### src/atr_pkg.sv
package atr_pkg;
    // ****************************************************************
    // register indices (byte address is four times the index)
    // ****************************************************************
    localparam logic [5:0] IX_TCS = 6'h00;
    localparam logic [5:0] IX_CNT1_HI = 6'h01;
    localparam logic [5:0] IX_CNT1_LO = 6'h02;
    localparam logic [5:0] IX_RLD1_HI = 6'h03;
    localparam logic [5:0] IX_RLD1_LO = 6'h04;
    localparam logic [5:0] IX_PWM_OE = 6'h05;
    localparam logic [5:0] IX_CSR0 = 6'h06;
    localparam logic [5:0] IX_BRK = 6'h0A;
    localparam logic [5:0] IX_TCS2 = 6'h0B;
    localparam logic [5:0] IX_RLD2_HI = 6'h0C;
    localparam logic [5:0] IX_RLD2_LO = 6'h0D;
    localparam logic [5:0] IX_DUTY0 = 6'h0E;
    localparam logic [5:0] IX_CAP_HI = 6'h16;
    localparam logic [5:0] IX_CAP_LO = 6'h17;
    localparam logic [5:0] IX_LAST = 6'h17;
    // ****************************************************************
    // field positions
    // ****************************************************************
    localparam int B_CAPF = 6;
    localparam int B_CAPIE = 5;
    localparam int B_CKHI = 4;
    localparam int B_CKLO = 3;
    localparam int B_OVERFLOW_FLAG_ONE = 2;
    localparam int B_OVERFLOW_IRQ_ENABLE_ONE = 1;
    localparam int B_COMPARE_IRQ_ENABLE = 0;
    localparam int B_FORCE_OVERFLOW_COUNTER_TWO = 7;
    localparam int B_FORCE_OVERFLOW_COUNTER_ONE = 6;
    localparam int B_OVFIE2 = 4;
    localparam int B_OVF2 = 3;
    localparam int B_ENCNT2 = 2;
    localparam int B_OPEN = 3;
    localparam int B_ONE_PULSE_TRIGGER_EDGE = 2;
    localparam int B_INV = 1;
    localparam int B_CMPF = 0;
    localparam int B_BREAK_SOURCE_SELECT = 7;
    localparam int B_BRLVL = 6;
    localparam int B_BRACT = 5;
    localparam int B_BREAK_PIN_ENABLE = 4;
    localparam int OP_CH = 3;
    // ****************************************************************
    // values
    // ****************************************************************
    localparam logic [11:0] CNT_MAX = 12'hFFF;
    localparam logic [11:0] CNT_RST = 12'h000;
    localparam logic [7:0] BYTE_RST = 8'h00;
    localparam logic [1:0] CK_OFF = 2'h0;
    localparam logic [1:0] CK_LITE = 2'h1;
    localparam logic [1:0] CK_CPU = 2'h2;
    localparam logic [1:0] CK_FAST = 2'h3;
endpackage

### src/atr_channel.sv
`timescale 1ns/10ps
module atr_channel
    import atr_pkg::*;
(
    input wire logic clk,
    input wire logic rst_n,
    input wire logic step,
    input wire logic load_duty,
    input wire logic [11:0] count,
    input wire logic [11:0] duty_pre,
    input wire logic oe,
    input wire logic invert,
    input wire logic brk,
    input wire logic pattern,
    input wire logic clr_flag,
    output logic pwm,
    output logic flag
);
    typedef struct packed {
        logic [11:0] duty_act;
        logic pwm;
        logic flag;
    } ch_state_t;

    ch_state_t s_q;
    ch_state_t s_d;
    logic raw;

    // active duty only moves at overflow so a period never tears
    always_comb begin
        s_d = s_q;
        raw = count < s_q.duty_act;
        if (load_duty) begin
            s_d.duty_act = duty_pre;
        end
        if (clr_flag) begin
            s_d.flag = 1'b0;
        end
        if (step && count == s_q.duty_act) begin
            s_d.flag = 1'b1;
        end
        if (!oe) begin
            s_d.pwm = 1'b0;
        end else if (brk) begin
            s_d.pwm = pattern;
        end else begin
            s_d.pwm = raw ^ invert;
        end
    end

    always_ff @(posedge clk or negedge rst_n) begin
        if (!rst_n) begin
            s_q <= '0;
        end else begin
            s_q <= s_d;
        end
    end

    assign pwm = s_q.pwm;
    assign flag = s_q.flag;

    chk_break_pattern: assert property (@(posedge clk) disable iff (!rst_n)
        oe && brk |=> pwm == $past(pattern))
        else $error("break did not force the pattern level");
    chk_compare_flag: assert property (@(posedge clk) disable iff (!rst_n)
        step && count == s_q.duty_act |=> flag)
        else $error("compare match did not set the flag");
    cov_break: cover property (@(posedge clk) disable iff (!rst_n)
        oe && brk);
endmodule

### src/atr_counter.sv
`timescale 1ns/10ps
module atr_counter
    import atr_pkg::*;
(
    input wire logic clk,
    input wire logic rst_n,
    input wire logic tick,
    input wire logic force_load,
    input wire logic restart,
    input wire logic [11:0] reload,
    output logic [11:0] count,
    output logic ovf,
    output logic step
);
    typedef struct packed {
        logic [11:0] count;
        logic ovf;
        logic step;
    } cnt_state_t;

    cnt_state_t s_q;
    cnt_state_t s_d;

    // restart beats force, force beats a normal tick
    always_comb begin
        s_d = s_q;
        s_d.ovf = 1'b0;
        s_d.step = 1'b0;
        if (restart) begin
            s_d.count = CNT_RST;
            s_d.step = 1'b1;
        end else if (force_load) begin
            s_d.count = CNT_MAX;
        end else if (tick) begin
            s_d.step = 1'b1;
            if (s_q.count == CNT_MAX) begin
                s_d.count = reload;
                s_d.ovf = 1'b1;
            end else begin
                s_d.count = s_q.count + 12'h001;
            end
        end
    end

    always_ff @(posedge clk or negedge rst_n) begin
        if (!rst_n) begin
            s_q <= '0;
        end else begin
            s_q <= s_d;
        end
    end

    assign count = s_q.count;
    assign ovf = s_q.ovf;
    assign step = s_q.step;

    chk_force_loads_max: assert property (@(posedge clk) disable iff (!rst_n)
        force_load && !restart |=> count == CNT_MAX)
        else $error("forced overflow did not load the maximum count");
    chk_reload_on_ovf: assert property (@(posedge clk) disable iff (!rst_n)
        tick && !force_load && !restart && count == CNT_MAX
        |=> ovf && count == $past(reload))
        else $error("counter did not restart from its reload value");
    cov_wrap: cover property (@(posedge clk) disable iff (!rst_n) ovf);
endmodule

### src/autoreload_pwm_timer_control.sv
// What this block does
// - setting a force-overflow bit loads that counter with FFFh
// - after overflow a counter restarts from its own reload value
// - hardware clears a force-overflow bit once its overflow happened
// - timer runs during wait, stops during halt
// - compare and capture events share one interrupt line
// - overflow events have their own interrupt line
// - interrupt needs flag, enable, and global mask cleared
// - capture flag bit 6 set on capture, cleared by capture reads
// - clock select bits 4:3: off, lite tick, cpu, fast tick
// - overflow flag one set on wrap, cleared by status read
// - compare enable bit 0 gates the compare interrupt
// - counter one is a read-only 12-bit up-counter
// - clear output enable frees the pin, set enables pwm
// - one-pulse enable bit 3 of channel 3 control
// - trigger edge bit 2: 0 falling, 1 rising, one-pulse only
// - polarity bit 1 inverts the pwm signal
// - compare flag bit 0 set on match, cleared by its read
// - break source bit 7: pin or comparator
// - break level bit 6: low or high is active
// - break-active bit 5 software r/w, hardware sets it
// - during break enabled outputs show their pattern bit
//
// The register addresses and the Wishbone register port were left to the implementer.
`timescale 1ns/10ps
module autoreload_pwm_timer_control
    import atr_pkg::*;
(
    input wire logic CLK_SYS,
    input wire logic RST_N,
    input wire logic CYC_I,
    input wire logic STB_I,
    input wire logic WE_I,
    input wire logic [7:0] ADR_I,
    input wire logic [3:0] SEL_I,
    input wire logic [31:0] DAT_I,
    output logic [31:0] DAT_O,
    output logic ACK_O,
    input wire logic LITE_TICK,
    input wire logic FAST_TICK,
    input wire logic HALT_MODE,
    input wire logic IRQ_MASK,
    input wire logic CAPTURE_EVT,
    input wire logic TRIG_IN,
    input wire logic BREAK_PIN,
    input wire logic COMP_OUT,
    output logic [3:0] PWM_OUT,
    output logic [3:0] PWM_OE,
    output logic IRQ_OVF,
    output logic IRQ_CMP_CAP
);
    // ****************************************************************
    // state
    // ****************************************************************
    typedef struct packed {
        logic ack;
        logic [7:0] rdat;
        logic cap_flag;
        logic cap_ie;
        logic [1:0] src_sel;
        logic overflow_flag_one;
        logic ovf_ie1;
        logic cmp_ie;
        logic force_overflow_counter_two;
        logic force_overflow_counter_one;
        logic ovf_ie2;
        logic ovf2;
        logic en_cnt2;
        logic fp1;
        logic fp2;
        logic [11:0] reload1;
        logic [11:0] reload2;
        logic [3:0] oe;
        logic [3:0] inv;
        logic one_pulse_enable;
        logic op_edge;
        logic [3:0][11:0] duty;
        logic [11:0] cap;
        logic [7:0] brk;
        logic trig_prev;
        logic irq_ovf;
        logic irq_cc;
    } top_state_t;

    top_state_t s_q;
    top_state_t s_d;

    logic [11:0] cnt1;
    logic [11:0] cnt2;
    logic overflow_flag_one_evt;
    logic ovf2_evt;
    logic step1;
    logic step2;
    logic tick;
    logic req;
    logic wr;
    logic rd;
    logic [5:0] idx;
    logic [5:0] doff;
    logic [7:0] wb;
    logic [3:0] cmpf;
    logic [3:0] pwm;
    logic [3:0] csr_rd;
    logic trig_edge;
    logic restart2;
    logic brk_src;
    logic brk_hit;

    // ****************************************************************
    // counter clock and one-pulse trigger
    // ****************************************************************
    // halt freezes both counters; wait has no port since it changes nothing
    always_comb begin
        case (s_q.src_sel)
            CK_LITE: tick = LITE_TICK;
            CK_CPU: tick = 1'b1;
            CK_FAST: tick = FAST_TICK;
            default: tick = 1'b0;
        endcase
        if (HALT_MODE) begin
            tick = 1'b0;
        end
    end

    // edge select only matters while one-pulse mode is on
    assign trig_edge = s_q.op_edge ? (TRIG_IN & ~s_q.trig_prev)
                                   : (~TRIG_IN & s_q.trig_prev);
    assign restart2 = s_q.one_pulse_enable & s_q.en_cnt2 & trig_edge & ~HALT_MODE;

    atr_counter u_cnt1 (
        .clk(CLK_SYS),
        .rst_n(RST_N),
        .tick(tick),
        .force_load(s_q.fp1),
        .restart(1'b0),
        .reload(s_q.reload1),
        .count(cnt1),
        .ovf(overflow_flag_one_evt),
        .step(step1)
    );

    atr_counter u_cnt2 (
        .clk(CLK_SYS),
        .rst_n(RST_N),
        .tick(tick & s_q.en_cnt2),
        .force_load(s_q.fp2),
        .restart(restart2),
        .reload(s_q.reload2),
        .count(cnt2),
        .ovf(ovf2_evt),
        .step(step2)
    );

    // ****************************************************************
    // break detection
    // ****************************************************************
    assign brk_src = s_q.brk[B_BREAK_SOURCE_SELECT] ? COMP_OUT : BREAK_PIN;
    assign brk_hit = s_q.brk[B_BREAK_PIN_ENABLE]
                   & (brk_src == s_q.brk[B_BRLVL]);

    // ****************************************************************
    // pwm channels; 2 and 3 follow counter two when it is enabled
    // ****************************************************************
    genvar g;
    generate
        for (g = 0; g < 4; g++) begin : gen_ch
            logic use2;
            assign use2 = (g >= 2) && s_q.en_cnt2;
            atr_channel u_ch (
                .clk(CLK_SYS),
                .rst_n(RST_N),
                .step(use2 ? step2 : step1),
                .load_duty(use2 ? ovf2_evt : overflow_flag_one_evt),
                .count(use2 ? cnt2 : cnt1),
                .duty_pre(s_q.duty[g]),
                .oe(s_q.oe[g]),
                .invert(s_q.inv[g]),
                .brk(s_q.brk[B_BRACT]),
                .pattern(s_q.brk[g]),
                .clr_flag(csr_rd[g]),
                .pwm(pwm[g]),
                .flag(cmpf[g])
            );
            assign csr_rd[g] = rd && idx == IX_CSR0 + 6'(g);
        end
    endgenerate

    // ****************************************************************
    // wishbone decode
    // ****************************************************************
    // one access per request; ack drops for a cycle before the next
    assign req = CYC_I & STB_I & ~s_q.ack;
    assign idx = ADR_I[7:2];
    assign wr = req & WE_I & SEL_I[0];
    assign rd = req & ~WE_I;
    assign wb = DAT_I[7:0];
    assign doff = idx - IX_DUTY0;

    // ****************************************************************
    // register file, flags and interrupt lines
    // ****************************************************************
    always_comb begin
        s_d = s_q;
        s_d.ack = req;
        s_d.fp1 = 1'b0;
        s_d.fp2 = 1'b0;
        s_d.trig_prev = TRIG_IN;
        // read mux; unmapped and reserved bits read zero
        if (rd) begin
            case (idx)
                IX_TCS: s_d.rdat = {1'b0, s_q.cap_flag, s_q.cap_ie,
                    s_q.src_sel, s_q.overflow_flag_one, s_q.ovf_ie1, s_q.cmp_ie};
                IX_CNT1_HI: s_d.rdat = {4'h0, cnt1[11:8]};
                IX_CNT1_LO: s_d.rdat = cnt1[7:0];
                IX_RLD1_HI: s_d.rdat = {4'h0, s_q.reload1[11:8]};
                IX_RLD1_LO: s_d.rdat = s_q.reload1[7:0];
                IX_PWM_OE: s_d.rdat = {1'b0, s_q.oe[3], 1'b0, s_q.oe[2],
                    1'b0, s_q.oe[1], 1'b0, s_q.oe[0]};
                IX_BRK: s_d.rdat = s_q.brk;
                IX_TCS2: s_d.rdat = {s_q.force_overflow_counter_two, s_q.force_overflow_counter_one, 1'b0,
                    s_q.ovf_ie2, s_q.ovf2, s_q.en_cnt2, 2'h0};
                IX_RLD2_HI: s_d.rdat = {4'h0, s_q.reload2[11:8]};
                IX_RLD2_LO: s_d.rdat = s_q.reload2[7:0];
                IX_CAP_HI: s_d.rdat = {4'h0, s_q.cap[11:8]};
                IX_CAP_LO: s_d.rdat = s_q.cap[7:0];
                default: s_d.rdat = BYTE_RST;
            endcase
            if (idx >= IX_CSR0 && idx < IX_CSR0 + 6'h04) begin
                s_d.rdat = {4'h0,
                    (idx[1:0] == 2'h1) ? {s_q.one_pulse_enable, s_q.op_edge} : 2'h0,
                    s_q.inv[idx[1:0] - 2'h2], cmpf[idx[1:0] - 2'h2]};
            end
            if (idx >= IX_DUTY0 && idx < IX_CAP_HI) begin
                s_d.rdat = doff[0] ? s_q.duty[doff[2:1]][7:0]
                         : {4'h0, s_q.duty[doff[2:1]][11:8]};
            end
            // read side effects clear flags; sets below still win, except a capture while cap_flag is set
            if (idx == IX_TCS) begin
                s_d.overflow_flag_one = 1'b0;
            end
            if (idx == IX_TCS2) begin
                s_d.ovf2 = 1'b0;
            end
            if (idx == IX_CAP_HI || idx == IX_CAP_LO) begin
                s_d.cap_flag = 1'b0;
            end
        end
        // writes; flag bits and reserved bits are not writable
        if (wr) begin
            case (idx)
                IX_TCS: begin
                    s_d.cap_ie = wb[B_CAPIE];
                    s_d.src_sel = wb[B_CKHI:B_CKLO];
                    s_d.ovf_ie1 = wb[B_OVERFLOW_IRQ_ENABLE_ONE];
                    s_d.cmp_ie = wb[B_COMPARE_IRQ_ENABLE];
                end
                IX_RLD1_HI: s_d.reload1[11:8] = wb[3:0];
                IX_RLD1_LO: s_d.reload1[7:0] = wb;
                IX_PWM_OE: s_d.oe = {wb[6], wb[4], wb[2], wb[0]};
                IX_BRK: s_d.brk = wb;
                IX_TCS2: begin
                    // software can only set force bits
                    s_d.force_overflow_counter_one = s_q.force_overflow_counter_one | wb[B_FORCE_OVERFLOW_COUNTER_ONE];
                    s_d.force_overflow_counter_two = s_q.force_overflow_counter_two | wb[B_FORCE_OVERFLOW_COUNTER_TWO];
                    s_d.fp1 = wb[B_FORCE_OVERFLOW_COUNTER_ONE];
                    s_d.fp2 = wb[B_FORCE_OVERFLOW_COUNTER_TWO];
                    s_d.ovf_ie2 = wb[B_OVFIE2];
                    s_d.en_cnt2 = wb[B_ENCNT2];
                end
                IX_RLD2_HI: s_d.reload2[11:8] = wb[3:0];
                IX_RLD2_LO: s_d.reload2[7:0] = wb;
                default: begin
                end
            endcase
            if (idx >= IX_CSR0 && idx < IX_CSR0 + 6'h04) begin
                s_d.inv[idx[1:0] - 2'h2] = wb[B_INV];
                if (idx == IX_CSR0 + 6'(OP_CH)) begin
                    s_d.one_pulse_enable = wb[B_OPEN];
                    s_d.op_edge = wb[B_ONE_PULSE_TRIGGER_EDGE];
                end
            end
            if (idx >= IX_DUTY0 && idx < IX_CAP_HI) begin
                if (doff[0]) begin
                    s_d.duty[doff[2:1]][7:0] = wb;
                end else begin
                    s_d.duty[doff[2:1]][11:8] = wb[3:0];
                end
            end
        end
        // hardware events: set wins over a clear in the same cycle, except a capture, which is ignored while cap_flag is still set
        if (overflow_flag_one_evt) begin
            s_d.overflow_flag_one = 1'b1;
            s_d.force_overflow_counter_one = s_d.fp1;
        end
        if (ovf2_evt) begin
            s_d.ovf2 = 1'b1;
            s_d.force_overflow_counter_two = s_d.fp2;
        end
        if (CAPTURE_EVT && !s_q.cap_flag && !HALT_MODE) begin
            s_d.cap = cnt1;
            s_d.cap_flag = 1'b1;
        end
        if (brk_hit) begin
            s_d.brk[B_BRACT] = 1'b1;
        end
        // separate lines, each gated by the global mask
        s_d.irq_ovf = ~IRQ_MASK & ((s_q.overflow_flag_one & s_q.ovf_ie1)
                    | (s_q.ovf2 & s_q.ovf_ie2));
        s_d.irq_cc = ~IRQ_MASK & ((s_q.cap_flag & s_q.cap_ie)
                   | ((|cmpf) & s_q.cmp_ie));
    end

    // ****************************************************************
    // registers
    // ****************************************************************
    always_ff @(posedge CLK_SYS or negedge RST_N) begin
        if (!RST_N) begin
            s_q <= '0;
        end else begin
            s_q <= s_d;
        end
    end

    assign ACK_O = s_q.ack;
    assign DAT_O = {24'h000000, s_q.rdat};
    assign IRQ_OVF = s_q.irq_ovf;
    assign IRQ_CMP_CAP = s_q.irq_cc;
    assign PWM_OUT = pwm;
    assign PWM_OE = s_q.oe;

    // ****************************************************************
    // checks
    // ****************************************************************
    chk_force_clear: assert property (@(posedge CLK_SYS) disable iff (!RST_N)
        overflow_flag_one_evt && !s_d.fp1 |=> !s_q.force_overflow_counter_one)
        else $error("force bit one not cleared after overflow");
    chk_halt_stops: assert property (@(posedge CLK_SYS) disable iff (!RST_N)
        HALT_MODE ##1 HALT_MODE |-> $stable(cnt1))
        else $error("counter moved during halt");
    chk_irq_gate: assert property (@(posedge CLK_SYS) disable iff (!RST_N)
        IRQ_MASK |=> !IRQ_OVF && !IRQ_CMP_CAP)
        else $error("interrupt raised while globally masked");
    chk_ovf_irq: assert property (@(posedge CLK_SYS) disable iff (!RST_N)
        !IRQ_MASK && s_q.overflow_flag_one && s_q.ovf_ie1 |=> IRQ_OVF)
        else $error("overflow interrupt missing");
    chk_cmp_irq: assert property (@(posedge CLK_SYS) disable iff (!RST_N)
        !IRQ_MASK && cmpf[0] && s_q.cmp_ie |=> IRQ_CMP_CAP)
        else $error("compare interrupt missing");
    chk_overflow_flag_one_flag: assert property (@(posedge CLK_SYS) disable iff (!RST_N)
        overflow_flag_one_evt |=> s_q.overflow_flag_one)
        else $error("overflow flag one not set");
    chk_cap_clear: assert property (@(posedge CLK_SYS) disable iff (!RST_N)
        rd && idx == IX_CAP_LO && !CAPTURE_EVT |=> !s_q.cap_flag)
        else $error("capture read did not clear the flag");
    chk_src_off: assert property (@(posedge CLK_SYS) disable iff (!RST_N)
        s_q.src_sel == CK_OFF && !s_q.fp1 ##1 s_q.src_sel == CK_OFF
        |-> $stable(cnt1))
        else $error("counter moved with its clock off");
    chk_brk_set: assert property (@(posedge CLK_SYS) disable iff (!RST_N)
        brk_hit |=> s_q.brk[B_BRACT])
        else $error("break level did not set break active");
    cov_ovf_irq: cover property (@(posedge CLK_SYS) disable iff (!RST_N)
        IRQ_OVF);
    cov_capture: cover property (@(posedge CLK_SYS) disable iff (!RST_N)
        CAPTURE_EVT && !s_q.cap_flag);
    cov_one_pulse: cover property (@(posedge CLK_SYS) disable iff (!RST_N)
        restart2);
endmodule

### config.mk
export PLATFORM = sky130hd
export DESIGN_NAME = autoreload_pwm_timer_control
export DESIGN_NICKNAME = d
export VERILOG_FILES = /design/src/atr_pkg.sv /design/src/atr_channel.sv /design/src/atr_counter.sv /design/src/autoreload_pwm_timer_control.sv
export SDC_FILE = /design/constraint.sdc
export NUM_CORES = 1
export LEC_CHECK = 0
export BUFFER_PORTS_ARGS = -buffer_cell sky130_fd_sc_hd__buf_2
export CAP_MARGIN = 40
export CORE_ASPECT_RATIO = 0.6
export CORE_UTILIZATION = 26
export DETAILED_ROUTE_END_ITERATION = 6
export SLEW_MARGIN = 20
export SYNTH_ARGS = -nofsm -noshare
export SYNTH_HDL_FRONTEND = slang
export SYNTH_SLANG_ARGS = --single-unit
### constraint.sdc
create_clock -name CLK_SYS -period 4.4 [get_ports CLK_SYS]
set_input_delay 0.88 -clock CLK_SYS [delete_from_list [all_inputs] [get_ports CLK_SYS]]
set_output_delay 0.88 -clock CLK_SYS [all_outputs]
set_load 0.01 [all_outputs]
==> impl_metrics.py, run 1 <==
metrics = {
    "status": {
        "status": "finished, final reports clean",
    },
    "detailed_routing": {
        "first_pass_iters": 5,
        "routed_wl_um": 37600,
        "drt_iter0_drc": 1103,
        "ant_nets": 0,
        "drc": 0,
        "drt-vias-per-instance": 5.25,
        "vias": 8837,
        "wl_per_cell_um": 22.3,
    },
    "synth": {
        "syn_avg_cell_area_um2": 10.8,
        "syn_area_mm2": 0.0115,
        "async_reset_ff_share_pct": 100,
        "synth-edff-count": 0,
        "synth_flop_cell": "dfrtp_1",
        "ys_seq_area_share_pct": 46.1,
        "netlist_instances": 1064,
        "yosys-top-cells-area": "dfrtp_1, mux2_2, ha_1, mux4_2, nand2_1",
        "yosysWarnings": 0,
        "yosys.area.top_type_share_pct": 46.1,
        "synth_top_area_cell": "dfrtp_1",
        "synth-seq-cells": 212,
        "yosysUniqueCellTypes": 63,
    },
    "final_layout": {
        "synthToLayoutAreaGrowth_pct": 12.8,
        "drive_gt1_share_pct": 23.9,
        "nNetsFinal": 1201,
        "layout_commonest_cell": "dfrtp_1",
        "final_util_pct": 29.9,
        "mostFrequentLayoutCells": "dfrtp_1, mux2_2, nand2_1, o21ai_0, inv_1",
        "fillCellCount": 4386,
    },
    "global_route": {
        "grt_pass1_vias": 8254,
        "grt_pass1_wl_um": 55200,
        "grt_use_total_pct": 16.7,
        "antenna_found_initial": 3,
        "overflow": 0,
        "grt_max_degree": 110,
    },
    "sta": {
        "final-hold-violation-count": 0,
        "setup_tns_ns": 0,
        "period_needed_ns": 3.18,
        "fmax_mhz": 315,
        "fin_hold_ws_ns": 0.321,
        "period_share_pct": 72.2,
        "worst_pin_slew_ns": 0.930,
        "skew_ns": 0.0211,
        "setup_violations": 0,
        "relSlewSlack_pct": 38.0,
        "drv_slew": 0,
        "rsz0062_at_grt": "false",
    },
    "power": {
        "total_power_mw": 4.49,
        "p_leak_nw": 6.05,
        "irDropWorstVdd_mv": 0.157,
        "power_density_mw_per_mm2": 346,
    },
    "clock_network": {
        "postCtsSetupBuffers": 0,
        "ctsResizeCount": 0,
        "ctsHoldBuffers": 0,
        "cts_tree": "yes",
        "clkLatencyLatePin_ns": 0.52,
        "clockRootBuffer": "clkbuf_16",
        "clockBufferDepth": 3,
        "htreeDepth": 1,
        "numCtsBuffers": 20,
        "cts.clk_slew.worst_paths_ns": 0.08,
        "clock_sinks": 212,
    },
    "die": {
        "core_mm2": 0.0435,
        "die_w_um": 274,
        "die_area_mm2": 0.0452,
        "die-height_um": 165,
        "io_pins": 100,
        "row_count": 59,
        "start_util_pct": 26.5,
    },
    "setup_path": {
        "cp.required_ns": 4.77,
        "crit_fanout": 22,
        "worstSetupPathType": "register to register",
        "worst_setup_path_start_kind": "register",
        "crit_path_start": "gen_ch[2].use2",
        "setup.worst_path.end_class": "register",
        "r2r_cells": 9,
        "worst_r2r_endpoint": "gen_ch[3].u_ch.pwm",
        "arrival_ns": 3.55,
        "worst-r2r-setup-slack_ns": 1.22,
        "r2r-start": "gen_ch[2].use2",
    },
    "min_path": {
        "min_path_type": "input port to async pin",
    },
    "placed_design": {
        "io_buffers": 46,
        "dp_hpwl_um": 28000,
        "gp_congestion": 0.915,
    },
    "job": {
        "drv_cap": 0,
    },
}
-- worst max path at each step --
stage | endpoint | slack, ns | depth (start not counted)
6_report | gen_ch[3].u_ch.pwm | 1.22 | 9
5_1_grt | gen_ch[3].u_ch.pwm | 1.05 | 9
4_1_cts | gen_ch[3].u_ch.pwm | 1.29 | 9
3_5_place_dp | DAT_O[5] | 1.16 | 9
3_3_place_gp | DAT_O[3] | 1.22 | 9
2_1_floorplan | DAT_O[2] | 1.28 | 11
-- routing by layer --
metal  vias to the layer above  global-route usage [%]  wire [um]
met5                         -                       0          0
met4                         0                    1.55        353
met3                        42                    8.43       5120
met2                       416                    19.2      13200
met1                      4555                    26.6      18900
li1                       3824                       -          -
-- stage by stage --
| stage | std cells | setup slack [ns] | instance area [um^2] |
|---|---|---|---|
| after floorplan | 1087 | 1.28 | 11600 |
| after global placement | 1643 | 1.22 | 12200 |
| after global routing | 1682 | 1.05 | 13000 |
| after detailed placement | 1645 | 1.16 | 12200 |
| final | 1683 | 1.22 | 13000 |
| after CTS | 1681 | 1.29 | 13000 |
-- report_power, final --
group | leakage [nW] | internal [mW] | switching (mW)
clock | 0.350 | 1.16 | 0.798
sequential | 2.85 | 2.01 | 0.0923
combinational | 2.86 | 0.159 | 0.270
total | 6.05 | 3.33 | 1.16
-- kinds of logic after synthesis --
logic type                 after synthesis  share of synthesized area (%)
and+or+nand+nor                        266                           12.1
adders and majority gates               55                           5.98
xor gates and xnor gates                 5                          0.380
DFF                                    212                           46.1
muxes                                  170                           17.9
buffers and inverters                  148                           6.28
other                                    1                         0.0326
AOI/OAI and AO/OA                      207                           11.2
-- cell usage after synthesis (all sizes together) (4+ instances only) --
cell and instances:
dfrtp 212, mux2 139, nand2 92, o21ai 63, inv 62, buf 58
a21oi 56, ha 55, nor2 44, nand3 31, clkbuf 28, a21o 19
nand4 18, mux2i 16, mux4 15, nor3 15, and3 14, nor2b 14
a22oi 13, and2 11, a31oi 9, a221oi 7, a2111oi 6, a211oi 5
nand2b 5, o22ai 5, a22o 4, a32oi 4, and4 4, nor4 4
xnor2 4
-- layout make-up --
type                    count  area, um^2  area share [%]
clock buffers              28         582            4.48
well taps                 579         724            5.58
diodes                      1        2.50          0.0193
repair buffers             66         404            3.11
inverters                  62         233            1.79
clock inverters             8         145            1.12
multi-input cells         727        5590            43.0
flip-flops and latches    212        5310            40.9
-- worst max-delay path, stage by stage (launching register included) --
cell and delay [ns]:
dfrtp_1 0.84, mux2_2 0.46, ha_1 0.30, nor2b_1 0.14
o211ai_1 0.20, a211oi_1 0.12, a2111oi_1 0.34, buf_4 0.21
xnor2_1 0.27, a21oi_1 0.14
Note: power is estimated with default switching activity, not from simulation.
==> run 2, diff against run 1 <==
ABC_AREA = 1   (was unset)
clock period = 2.6 ns   (was 4.4 ns; I/O delays follow)
==> impl_metrics.py, run 2 <==
metrics = {
    "placed_design": {
        "io_buffers": 46,
        "dp_hpwl_um": 33800,
        "gp_congestion": 1.02,
        "place_ws_ns": 0.271,
        "place_area_mm2": 0.0127,
        "dp.cells": 2129,
    },
    "sta": {
        "period_share_pct": 89.0,
        "relSlewSlack_pct": 45.9,
        "setup_violations": 0,
        "skew_ns": 0.0253,
        "drv_slew": 0,
        "setup_tns_ns": 0,
        "period_needed_ns": 2.31,
        "rsz0062_at_grt": "false",
        "final-hold-violation-count": 0,
        "fin_hold_ws_ns": 0.131,
        "setup_ws_ns": 0.287,
        "fmax_mhz": 432,
        "worst_pin_slew_ns": 0.811,
    },
    "synth": {
        "async_reset_ff_share_pct": 100,
        "netlist_instances": 1502,
        "syn_area_mm2": 0.0117,
        "yosysWarnings": 0,
        "yosys-top-cells-area": "dfrtp_1, nand2_1, o21ai_0, ha_1, inv_1",
        "synth_top_area_cell": "dfrtp_1",
        "synth-edff-count": 0,
        "synth.most_common_cell": "nand2_1",
        "syn_avg_cell_area_um2": 7.78,
        "yosys-top-cells-count": "nand2_1, o21ai_0, dfrtp_1",
        "ys_seq_area_share_pct": 45.4,
        "yosysUniqueCellTypes": 42,
        "yosys.area.top_type_share_pct": 45.4,
        "synth-seq-cells": 212,
        "synth_flop_cell": "dfrtp_1",
    },
    "setup_path": {
        "worst_r2r_endpoint": "gen_ch[2].u_ch.pwm",
        "crit_path_cell_trace": "inv_1 -> o21ai_0 -> ha_1 -> a21oi_1 -> o21ai_0 -> nand2_1 -> nand3_1 -> nand2_1 -> nand3_1 -> nand2_1 -> inv_1",
        "worstSetupPathType": "register to register",
        "crit_fanout": 5,
        "r2r_cells": 11,
        "path_common_cell": "nand2_1",
        "worst_setup_path_start_kind": "register",
        "arrival_ns": 2.72,
        "setup.worst_path.end_class": "register",
        "worst-r2r-setup-slack_ns": 0.29,
        "slowest_delay_ns": 0.45,
        "cp.required_ns": 3.01,
        "crit_slowest_cell": "dfrtp_1",
        "r2r-start": "u_cnt1.count[3]",
    },
    "min_path": {
        "min_path_type": "input port to register",
        "worstHoldPathCells": 1,
        "holdPathEnd": "s_q[2]",
        "hp-start": "TRIG_IN",
    },
    "detailed_routing": {
        "drc": 0,
        "drt_iter0_drc": 1281,
        "wl_per_cell_um": 20.0,
        "routed_wl_um": 43300,
        "first_pass_iters": 6,
        "vias": 10664,
        "ant_nets": 0,
        "drt-vias-per-instance": 4.92,
    },
    "global_route": {
        "grt_use_total_pct": 19.0,
        "grt_pass1_wl_um": 64200,
        "antenna_found_initial": 2,
        "grt_max_degree": 78,
        "overflow": 0,
        "grt_pass1_vias": 9611,
    },
    "clock_network": {
        "numCtsBuffers": 21,
        "cts.clk_slew.worst_paths_ns": 0.07,
        "ctsResizeCount": 0,
        "htreeDepth": 1,
        "postCtsSetupBuffers": 0,
        "clockBufferDepth": 3,
        "clkLatencyLatePin_ns": 0.54,
        "cts_tree": "yes",
        "clockRootBuffer": "clkbuf_16",
        "clock_sinks": 212,
    },
    "power": {
        "total_power_mw": 8.87,
        "p_leak_nw": 6.29,
        "irDropWorstVdd_mv": 0.555,
        "power_density_mw_per_mm2": 662,
    },
    "die": {
        "core_mm2": 0.0438,
        "io_pins": 100,
        "die-height_um": 166,
        "row_count": 59,
        "die_area_mm2": 0.0459,
        "die_w_um": 276,
        "start_util_pct": 26.7,
    },
    "final_layout": {
        "mostFrequentLayoutCells": "nand2_1, o21ai_0, dfrtp_1, inv_1, nor2_1",
        "layout_commonest_cell": "nand2_1",
        "nNetsFinal": 1686,
        "final_cells": 2166,
        "final_util_pct": 30.6,
        "design_area_mm2": 0.0134,
        "synthToLayoutAreaGrowth_pct": 14.6,
        "drive_gt1_share_pct": 10.4,
    },
    "status": {
        "status": "finished, final reports clean",
    },
    "job": {
        "drv_cap": 0,
    },
}
## run 2: worst max-delay path: cells and delay by family, from the launching register on
family | cells | cell delay (ns)
compound gates | 3 | 0.53
simple gates | 5 | 0.39
buf+inv | 2 | 0.47
fa+ha+maj | 1 | 0.34
flops | 1 | 0.45
## run 2: cell families after synthesis
| kind of cell | count (synthesis) | share of synthesized area (%) |
|---|---|---|
| buffers and inverters | 231 | 9.27 |
| adder cells (fa/ha/maj) | 55 | 5.89 |
| AO/OA/AOI/OAI | 289 | 13.0 |
| multiplexers | 3 | 0.278 |
| flip-flops | 212 | 45.4 |
| XOR/XNOR | 9 | 0.674 |
| other | 1 | 0.0321 |
| AND/OR/NAND/NOR | 702 | 25.5 |
## run 2: routing by layer
| layer | vias to the layer above | track usage [%] | routed length, um |
|---|---|---|---|
| met4 | 0 | 1.77 | 414 |
| li1 | 4988 | - | - |
| met2 | 488 | 23.0 | 15600 |
| met3 | 30 | 6.55 | 5410 |
| met5 | - | 0 | 0 |
| met1 | 5158 | 31.6 | 21900 |
## run 2: final cells by class
type                       count  area [um^2]
fill                        4740        30500
multi-input combinational   1082         5390
sequential                   212         5310
timing repair buffer         108          746
tap                          579          724
clock buffer                  29          606
inverter                     149          559
clock inverter                 5         60.1
antenna                        2         5.00
## run 2: power breakdown
part	leakage (nW)	internal, mW	switching, mW
Combinational	3.17	0.641	1.33
Clock	0.331	1.73	1.39
Sequential	2.79	3.54	0.249
## run 2: how the worst max path moves through the flow
stage               slack [ns]       startpoint                  to  cells past startpoint
floorplan                 0.50         ADR_I[3]            DAT_O[3]                     12
global placement          0.24         ADR_I[4]            DAT_O[3]                     11
detailed placement        0.27         ADR_I[4]            DAT_O[3]                     11
CTS                       0.39  u_cnt1.count[3]  gen_ch[2].u_ch.pwm                     11
global route              0.10  u_cnt1.count[3]  gen_ch[2].u_ch.pwm                     10
finish                    0.29  u_cnt1.count[3]  gen_ch[2].u_ch.pwm                     11
## run 2: timing repair
item | CTS | global route
hold buffers | 1 | 0
hold endpoints to repair | 3 | 0
endpoints found under the setup margin | 0 | 0
